$ cat src/ebat_map.svh
// constants of the external bus access sequencer: widths, reset values
`ifndef EBAT_MAP_SVH
`define EBAT_MAP_SVH
`define EBAT_ADDR_W   19
`define EBAT_LEAD_W   2
`define EBAT_ACT_W    3
`define EBAT_CNT_W    5
`define EBAT_WS_W     8
`define EBAT_EL_W     8
`define EBAT_ADDR_RST 19'h00000
`define EBAT_CNT_RST  5'h00
`define EBAT_WS_RST   8'h00
`define EBAT_EL_RST   8'h00
`endif

$ cat src/ebat_pkg.sv
// types of the external bus access sequencer
`include "ebat_map.svh"
package ebat_pkg;
  typedef enum logic [2:0] {EBAT_IDLE, EBAT_ALIGN, EBAT_LEAD, EBAT_ACTIVE, EBAT_TRAIL} ebat_state_e;

  // lead, active and trail counts of one access direction
  typedef struct packed {
    logic [`EBAT_LEAD_W-1:0] lead;
    logic [`EBAT_ACT_W-1:0]  active;
    logic [`EBAT_LEAD_W-1:0] trail;
  } ebat_phase_s;

  // zone timing register contents
  typedef struct packed {
    ebat_phase_s rd;
    ebat_phase_s wr;
    logic        timing_doubling;
    logic        ready_enable;
    logic        ready_async_select;
  } ebat_zone_cfg_s;

  typedef struct packed {
    logic                    write;
    logic [`EBAT_ADDR_W-1:0] addr;
  } ebat_req_s;
endpackage

$ cat src/ebat_access.sv
// access sequencer of the external memory interface
`timescale 1ns/10ps
`include "ebat_map.svh"
module ebat_access (
  input  wire logic                    core_clk,
  input  wire logic                    reset_n,
  input  wire ebat_pkg::ebat_zone_cfg_s zone_cfg,
  input  wire logic                    timing_half_rate,
  input  wire logic                    out_half_rate,
  input  wire logic                    req_valid,
  input  wire ebat_pkg::ebat_req_s     req,
  input  wire logic                    external_ready_in,
  output logic                         req_accept_reg,
  output logic                         access_done_reg,
  output logic                         zone_chip_select_n_reg,
  output logic                         read_strobe_n_reg,
  output logic                         write_strobe_n_reg,
  output logic                         read_not_write_reg,
  output logic [`EBAT_ADDR_W-1:0]      external_address_bus_reg,
  output logic                         external_output_clock_reg,
  output logic                         ready_async_mode_reg,
  output logic [`EBAT_WS_W-1:0]        hardware_wait_states_reg
);
  // scaled phase length: count, doubled when the doubling option is set
  function automatic logic [`EBAT_CNT_W-1:0] scale(input logic [`EBAT_ACT_W-1:0] c,
                                                   input logic dbl);
    logic [`EBAT_CNT_W-1:0] w;
    w = {{(`EBAT_CNT_W-`EBAT_ACT_W){1'b0}}, c};
    scale = dbl ? (w << 1) : w;
  endfunction

  function automatic ebat_pkg::ebat_phase_s pick(input ebat_pkg::ebat_zone_cfg_s z,
                                                 input logic wr);
    pick = wr ? z.wr : z.rd;
  endfunction

  ebat_pkg::ebat_state_e       state_reg, state_next;
  logic [`EBAT_CNT_W-1:0]      cnt_reg, cnt_next;
  logic [`EBAT_WS_W-1:0]       ws_next;
  logic [`EBAT_EL_W-1:0]       el_reg, el_next;
  ebat_pkg::ebat_phase_s       tm_reg, tm_next, tm_sel;
  logic                        dbl_reg, dbl_next, rdy_en_reg, rdy_en_next;
  logic                        wr_reg, wr_next, tick_reg, tick_next, phase_next;
  logic [`EBAT_ADDR_W-1:0]     addr_next, pend_reg, pend_next;
  logic                        accept_next, done_next, async_next;
  logic                        cs_n_next, rd_n_next, we_n_next, rnw_next, in_acc_next;
  logic                        rdy_meta_reg, rdy_sync_reg;

  // ready pin crosses in through two flops before anything reads it
  always_ff @(posedge core_clk or negedge reset_n) begin
    if (!reset_n) begin
      rdy_meta_reg <= 1'b0;
      rdy_sync_reg <= 1'b0;
    end else begin
      rdy_meta_reg <= external_ready_in;
      rdy_sync_reg <= rdy_meta_reg;
    end
  end

  // sequencer: moves only on timing clock ticks so every phase counts timing cycles
  always_comb begin
    tick_next   = timing_half_rate ? ~tick_reg : 1'b1;
    state_next  = state_reg;
    cnt_next    = cnt_reg;
    ws_next     = hardware_wait_states_reg;
    el_next     = el_reg;
    tm_next     = tm_reg;
    dbl_next    = dbl_reg;
    rdy_en_next = rdy_en_reg;
    wr_next     = wr_reg;
    addr_next   = external_address_bus_reg;
    pend_next   = pend_reg;
    phase_next  = external_output_clock_reg;
    accept_next = 1'b0;
    done_next   = 1'b0;
    async_next  = zone_cfg.ready_enable & zone_cfg.ready_async_select;
    tm_sel      = pick(zone_cfg, req.write);
    if (tick_reg) begin
      phase_next = out_half_rate ? ~external_output_clock_reg : 1'b1;
      el_next    = el_reg + 8'h01;
      unique case (state_reg)
        ebat_pkg::EBAT_IDLE: begin
          if (req_valid) begin
            accept_next = 1'b1;
            tm_next     = tm_sel;
            dbl_next    = zone_cfg.timing_doubling;
            rdy_en_next = zone_cfg.ready_enable;
            wr_next     = req.write;
            pend_next   = req.addr;
            ws_next     = `EBAT_WS_RST;
            if (!phase_next) begin
              // old address stays on the bus through the alignment tick
              state_next = ebat_pkg::EBAT_ALIGN;
            end else begin
              addr_next  = req.addr;
              el_next    = `EBAT_EL_RST;
              state_next = ebat_pkg::EBAT_LEAD;
              cnt_next   = scale({1'b0, tm_sel.lead}, zone_cfg.timing_doubling) - 5'h01;
              if (tm_sel.lead == 2'h0) begin
                state_next = ebat_pkg::EBAT_ACTIVE;
                cnt_next   = scale(tm_sel.active, zone_cfg.timing_doubling);
              end
            end
          end
        end
        ebat_pkg::EBAT_ALIGN: begin
          addr_next  = pend_reg;
          el_next    = `EBAT_EL_RST;
          state_next = ebat_pkg::EBAT_LEAD;
          cnt_next   = scale({1'b0, tm_reg.lead}, dbl_reg) - 5'h01;
          if (tm_reg.lead == 2'h0) begin
            state_next = ebat_pkg::EBAT_ACTIVE;
            cnt_next   = scale(tm_reg.active, dbl_reg);
          end
        end
        ebat_pkg::EBAT_LEAD: begin
          cnt_next = cnt_reg - 5'h01;
          if (cnt_reg == `EBAT_CNT_RST) begin
            state_next = ebat_pkg::EBAT_ACTIVE;
            cnt_next   = scale(tm_reg.active, dbl_reg);
          end
        end
        ebat_pkg::EBAT_ACTIVE: begin
          cnt_next = cnt_reg - 5'h01;
          if (cnt_reg == `EBAT_CNT_RST) begin
            cnt_next = `EBAT_CNT_RST;
            // ready ignored when disabled, so waits stay zero then
            if (rdy_en_reg && !rdy_sync_reg) begin
              if (hardware_wait_states_reg != 8'hff) begin
                ws_next = hardware_wait_states_reg + 8'h01;
              end
            end else if (tm_reg.trail == 2'h0) begin
              state_next = ebat_pkg::EBAT_IDLE;
              done_next  = 1'b1;
            end else begin
              state_next = ebat_pkg::EBAT_TRAIL;
              cnt_next   = scale({1'b0, tm_reg.trail}, dbl_reg) - 5'h01;
            end
          end
        end
        ebat_pkg::EBAT_TRAIL: begin
          cnt_next = cnt_reg - 5'h01;
          if (cnt_reg == `EBAT_CNT_RST) begin
            state_next = ebat_pkg::EBAT_IDLE;
            done_next  = 1'b1;
          end
        end
      endcase
    end
  end

  // pin levels follow the next state, so they move with the tick that moves the state
  always_comb begin
    in_acc_next = (state_next == ebat_pkg::EBAT_LEAD) || (state_next == ebat_pkg::EBAT_ACTIVE)
                  || (state_next == ebat_pkg::EBAT_TRAIL);
    cs_n_next   = ~in_acc_next;
    rnw_next    = ~(in_acc_next & wr_next);
    rd_n_next   = ~((state_next == ebat_pkg::EBAT_ACTIVE) & ~wr_next);
    we_n_next   = ~((state_next == ebat_pkg::EBAT_ACTIVE) & wr_next);
  end

  // nothing checks the timing settings; illegal values simply run as programmed
  always_ff @(posedge core_clk or negedge reset_n) begin
    if (!reset_n) begin
      state_reg                 <= ebat_pkg::EBAT_IDLE;
      cnt_reg                   <= `EBAT_CNT_RST;
      el_reg                    <= `EBAT_EL_RST;
      tm_reg                    <= '0;
      dbl_reg                   <= 1'b0;
      rdy_en_reg                <= 1'b0;
      wr_reg                    <= 1'b0;
      tick_reg                  <= 1'b1;
      req_accept_reg            <= 1'b0;
      access_done_reg           <= 1'b0;
      zone_chip_select_n_reg    <= 1'b1;
      read_strobe_n_reg         <= 1'b1;
      write_strobe_n_reg        <= 1'b1;
      read_not_write_reg        <= 1'b1;
      external_address_bus_reg  <= `EBAT_ADDR_RST;
      pend_reg                  <= `EBAT_ADDR_RST;
      external_output_clock_reg <= 1'b1;
      ready_async_mode_reg      <= 1'b0;
      hardware_wait_states_reg  <= `EBAT_WS_RST;
    end else begin
      state_reg                 <= state_next;
      cnt_reg                   <= cnt_next;
      el_reg                    <= el_next;
      tm_reg                    <= tm_next;
      dbl_reg                   <= dbl_next;
      rdy_en_reg                <= rdy_en_next;
      wr_reg                    <= wr_next;
      tick_reg                  <= tick_next;
      req_accept_reg            <= accept_next;
      access_done_reg           <= done_next;
      zone_chip_select_n_reg    <= cs_n_next;
      read_strobe_n_reg         <= rd_n_next;
      write_strobe_n_reg        <= we_n_next;
      read_not_write_reg        <= rnw_next;
      external_address_bus_reg  <= addr_next;
      pend_reg                  <= pend_next;
      external_output_clock_reg <= phase_next;
      ready_async_mode_reg      <= async_next;
      hardware_wait_states_reg  <= ws_next;
    end
  end

  logic [2:0] ctl_prev_reg;
  logic       ctl_changed;

  // chip-select and strobe levels of the previous edge, so the checks see which edge moved one of them
  always_ff @(posedge core_clk or negedge reset_n) begin
    if (!reset_n) begin
      ctl_prev_reg <= 3'h7;
    end else begin
      ctl_prev_reg <= {zone_chip_select_n_reg, read_strobe_n_reg, write_strobe_n_reg};
    end
  end

  assign ctl_changed = {zone_chip_select_n_reg, read_strobe_n_reg, write_strobe_n_reg}
                       != ctl_prev_reg;
endmodule

$ cat config.mk
export PLATFORM = sky130hd
export DESIGN_NAME = ebat_access
export DESIGN_NICKNAME = d
export VERILOG_FILES = /design/src/ebat_pkg.sv /design/src/ebat_access.sv
export VERILOG_INCLUDE_DIRS = /design/src
export SDC_FILE = /design/constraint.sdc
export NUM_CORES = 1
export LEC_CHECK = 0
export ABC_CLOCK_PERIOD_IN_PS = 2800
export BUFFER_PORTS_ARGS = -buffer_cell sky130_fd_sc_hd__buf_2
export CORE_UTILIZATION = 55
export DETAILED_ROUTE_END_ITERATION = 10
export GPL_TIMING_DRIVEN = 0
export MAX_ROUTING_LAYER = met4
export PLACE_DENSITY_LB_ADDON = 0.25
export SYNTH_ARGS = -nofsm -noshare
export SYNTH_HDL_FRONTEND = slang
export SYNTH_SLANG_ARGS = --single-unit
$ cat constraint.sdc
create_clock -name core_clk -period 2.8 [get_ports core_clk]
set_clock_uncertainty 0.15 [all_clocks]
set_input_delay 0.14 -clock core_clk [delete_from_list [all_inputs] [get_ports core_clk]]
set_output_delay 0.14 -clock core_clk [all_outputs]
set_load 0.05 [all_outputs]
==> results.md <==
* Status: completed
* CTS tree: yes
* Slew @ Worst Pin at 0.6459 ns
* FP Rows at 30
* Num Clock Sinks at 75
* Setup CP Type: reg2reg
* Routed WL per cell at 15.12 um
* Average size of a mapped cell at 9.140 um2
* Crit path max fanout at 6
* First-pass GRT wire length at 15.73 mm
* CTS H-Tree Depth at 3
* # IOs at 78
* Peak supply drop at 0.7381 mV
* CP Data Arrival Time at 2.82 ns
* Synth Warn # at 0
* Worst-Skew Late Latency at 0.35 ns
* Seq/Total Area, Yosys at 0.4909
* # diodes at 0
* Drt drc at 0
* Synth Instances at 420
* Commonest non-fill, non-tap cells in the layout: nand2_1 (114), buf_2 (77), dfrtp_1 (69)
* Pwr Density at 1125 nW/um2
* Fmax achieved at 371.9 MHz
* Initial antenna violation count at 0
* Unrepaired setup endpoints after global routing: no
* NumNets Final at 590
* Final WL at 9.466 mm
* Synth cell types at 57
* Final setup fails at 0
* Synth Flop Type: dfrtp_1
* Fin crit share at 0.9602
* Largest net degree at the start of global routing at 62
* Critical path startpoint category: register
* Standby leakage power at 2.352 nW
* Die height at 85.54 um
* Inserted Clock Buffers at 9
* Min Tclk post-route at 2.689 ns
* Post-route ant nets at 0
* Critical Path Sink Type: register
* Mapped Area at 3839 um2
* Layout cell share with drive strength beyond 1 at 0.2271
* DIE WIDTH at 85.54 um
* Fillers at 516
* Req. time, crit path at 2.93 ns
* Vias in the first global route at 3378
* Die ar. at 7317 um2
* HPWL Detailed at 6.418 mm
* HP Class: in2reg
* RePlAce Congestion at 0.8777
* Port bufs at 76
* Vias at 3481
* Syn nets at 469
* Post-synth EDFFs at 0
* First-pass detailed-route iteration total at 5
* Vias per cell at 5.561
* Clock-pin slew on the worst setup and hold paths at 0.08 ns
* Final hold viol count at 0
* Pwr Total at 0.005510 W
* Slew Limit Fails at 0
* Core box area at 6756 um2
* Clock Tree Buf Depth at 2
* Layout area overhead at 27.58%
* Initial Util at 0.5681
* Grt total ovfl at 0
* Rel. slew slack at 0.5694
* Utilization after layout at 0.7248
* Drt initial violations at 204
* Max-cap violations at 0
* Commonest non-fill, non-tap cell in the layout: nand2_1
* Post-synth ARST share at 1.000
* Root buffer cell: clkbuf_8
* Register bit count reported by yosys at 75
* All-Layer GR Usage at 0.2843
## power breakdown
part	internal, W	switching [W]	total, W
clock network	0.000415	0.000422	0.000838
registers	0.00155	0.000332	0.00188
logic	0.000925	0.00187	0.00279
total	0.00289	0.00262	0.00551
## layout make-up
type,count,area [um2],share of cell area
inverter,12,45.04,0.009198
multi-input combinational,314,1866,0.3809
clock inverter,6,66.31,0.01354
tap,80,100.1,0.02044
buffer,19,75.07,0.01533
sequential,75,1884,0.3848
clock buffer,10,127.6,0.02606
timing repair buffer,110,733.2,0.1497
## stage by stage
step | area, um2 | worst slack [ns] | hold WS [ns] | instances | TNS (ns)
4_1_cts | 4850 | 0.02750 | 0.003459 | 623 | 0
5_1_grt | 4897 | 0.03218 | 0.01462 | 626 | 0
3_5_place_dp | 4349 | -0.2804 | -0.1299 | 577 | -0.9872
6_report | 4897 | 0.1114 | 0.001369 | 626 | 0
3_3_place_gp | 4319 | -0.1816 | 0.1045 | 576 | -0.4267
2_1_floorplan | 3839 | 0.2845 | -0.3056 | 420 | 0
## path summary, 6_finish.rpt
path                              start                          end  slack, ns  cells past startpoint
setup / recovery             cnt_reg[0]  hardware_wait_states_reg[7]       0.11                      7
hold / removal             zone_cfg[14]                    tm_reg[4]      0.001                      3
setup reg to reg             cnt_reg[0]  hardware_wait_states_reg[7]       0.11                      7
hold reg to reg            rdy_meta_reg                 rdy_sync_reg       0.20                      0
max in group asynchronous       reset_n           write_strobe_n_reg       1.87                      3
min in group asynchronous       reset_n  hardware_wait_states_reg[1]       0.04                      2
## worst max-delay path, stage by stage (launching register included)
cell      delay [ns]
dfrtp_1         0.42
inv_2           0.07
ha_2            0.17
or4b_4          0.49
o2bb2a_4        0.25
a2111o_1        0.46
or4_4           0.45
a21oi_2         0.15
## routing by layer
metal  up-vias  share of wire  global-route usage
met1      1684           0.43              0.3534
met3        11          0.046             0.05294
met5         -              0                   -
met2        90           0.51              0.4727
li1       1696              -                   -
met4         0          0.011             0.09242
## Yosys cell counts, types with 2 or more instances
master | count | area, um2
o21a_1 | 2 | 15.01
or2_2 | 2 | 12.51
a311oi_1 | 2 | 17.52
o21ai_0 | 43 | 215.2
nor2b_1 | 6 | 37.54
nor2_1 | 18 | 67.56
buf_1 | 4 | 15.01
o31ai_1 | 3 | 22.52
mux2_2 | 5 | 56.30
nand2b_1 | 7 | 43.79
or3_2 | 2 | 15.01
nor3b_1 | 4 | 30.03
dfstp_2 | 6 | 157.7
and3b_1 | 2 | 17.52
and2_1 | 5 | 31.28
ha_1 | 6 | 75.07
o21bai_1 | 2 | 15.01
nor4b_1 | 2 | 17.52
o22ai_1 | 2 | 12.51
a211oi_1 | 3 | 22.52
and3_1 | 2 | 12.51
nor3_1 | 3 | 15.01
clkbuf_1 | 13 | 48.80
a22oi_1 | 3 | 22.52
nand3_1 | 6 | 30.03
a21oi_1 | 13 | 65.06
buf_2 | 2 | 10.01
xor2_1 | 2 | 17.52
dfrtp_1 | 69 | 1727
inv_1 | 11 | 41.29
mux2i_1 | 29 | 290.3
or3_1 | 3 | 18.77
nand2_1 | 114 | 427.9
## logic make-up after synthesis
kind of cell               count (synthesis)  synth area share
DFF                                       75            0.4909
and+or+nand+nor                          180            0.2119
xor gates and xnor gates                   3          0.006846
adders and majority gates                  6           0.01956
buffers and inverters                     31           0.03096
AOI/OAI and AO/OA                         91            0.1496
muxes                                     34           0.09029
## what timing repair did
item	CTS	global route
endpoints found under the hold margin	116	0
hold buffers	30	0
setup endpoints to repair	6	14
pin swaps	0	2
gates resized for setup	1	9
setup buffers	0	3
Power figures use the tool's default switching activity.
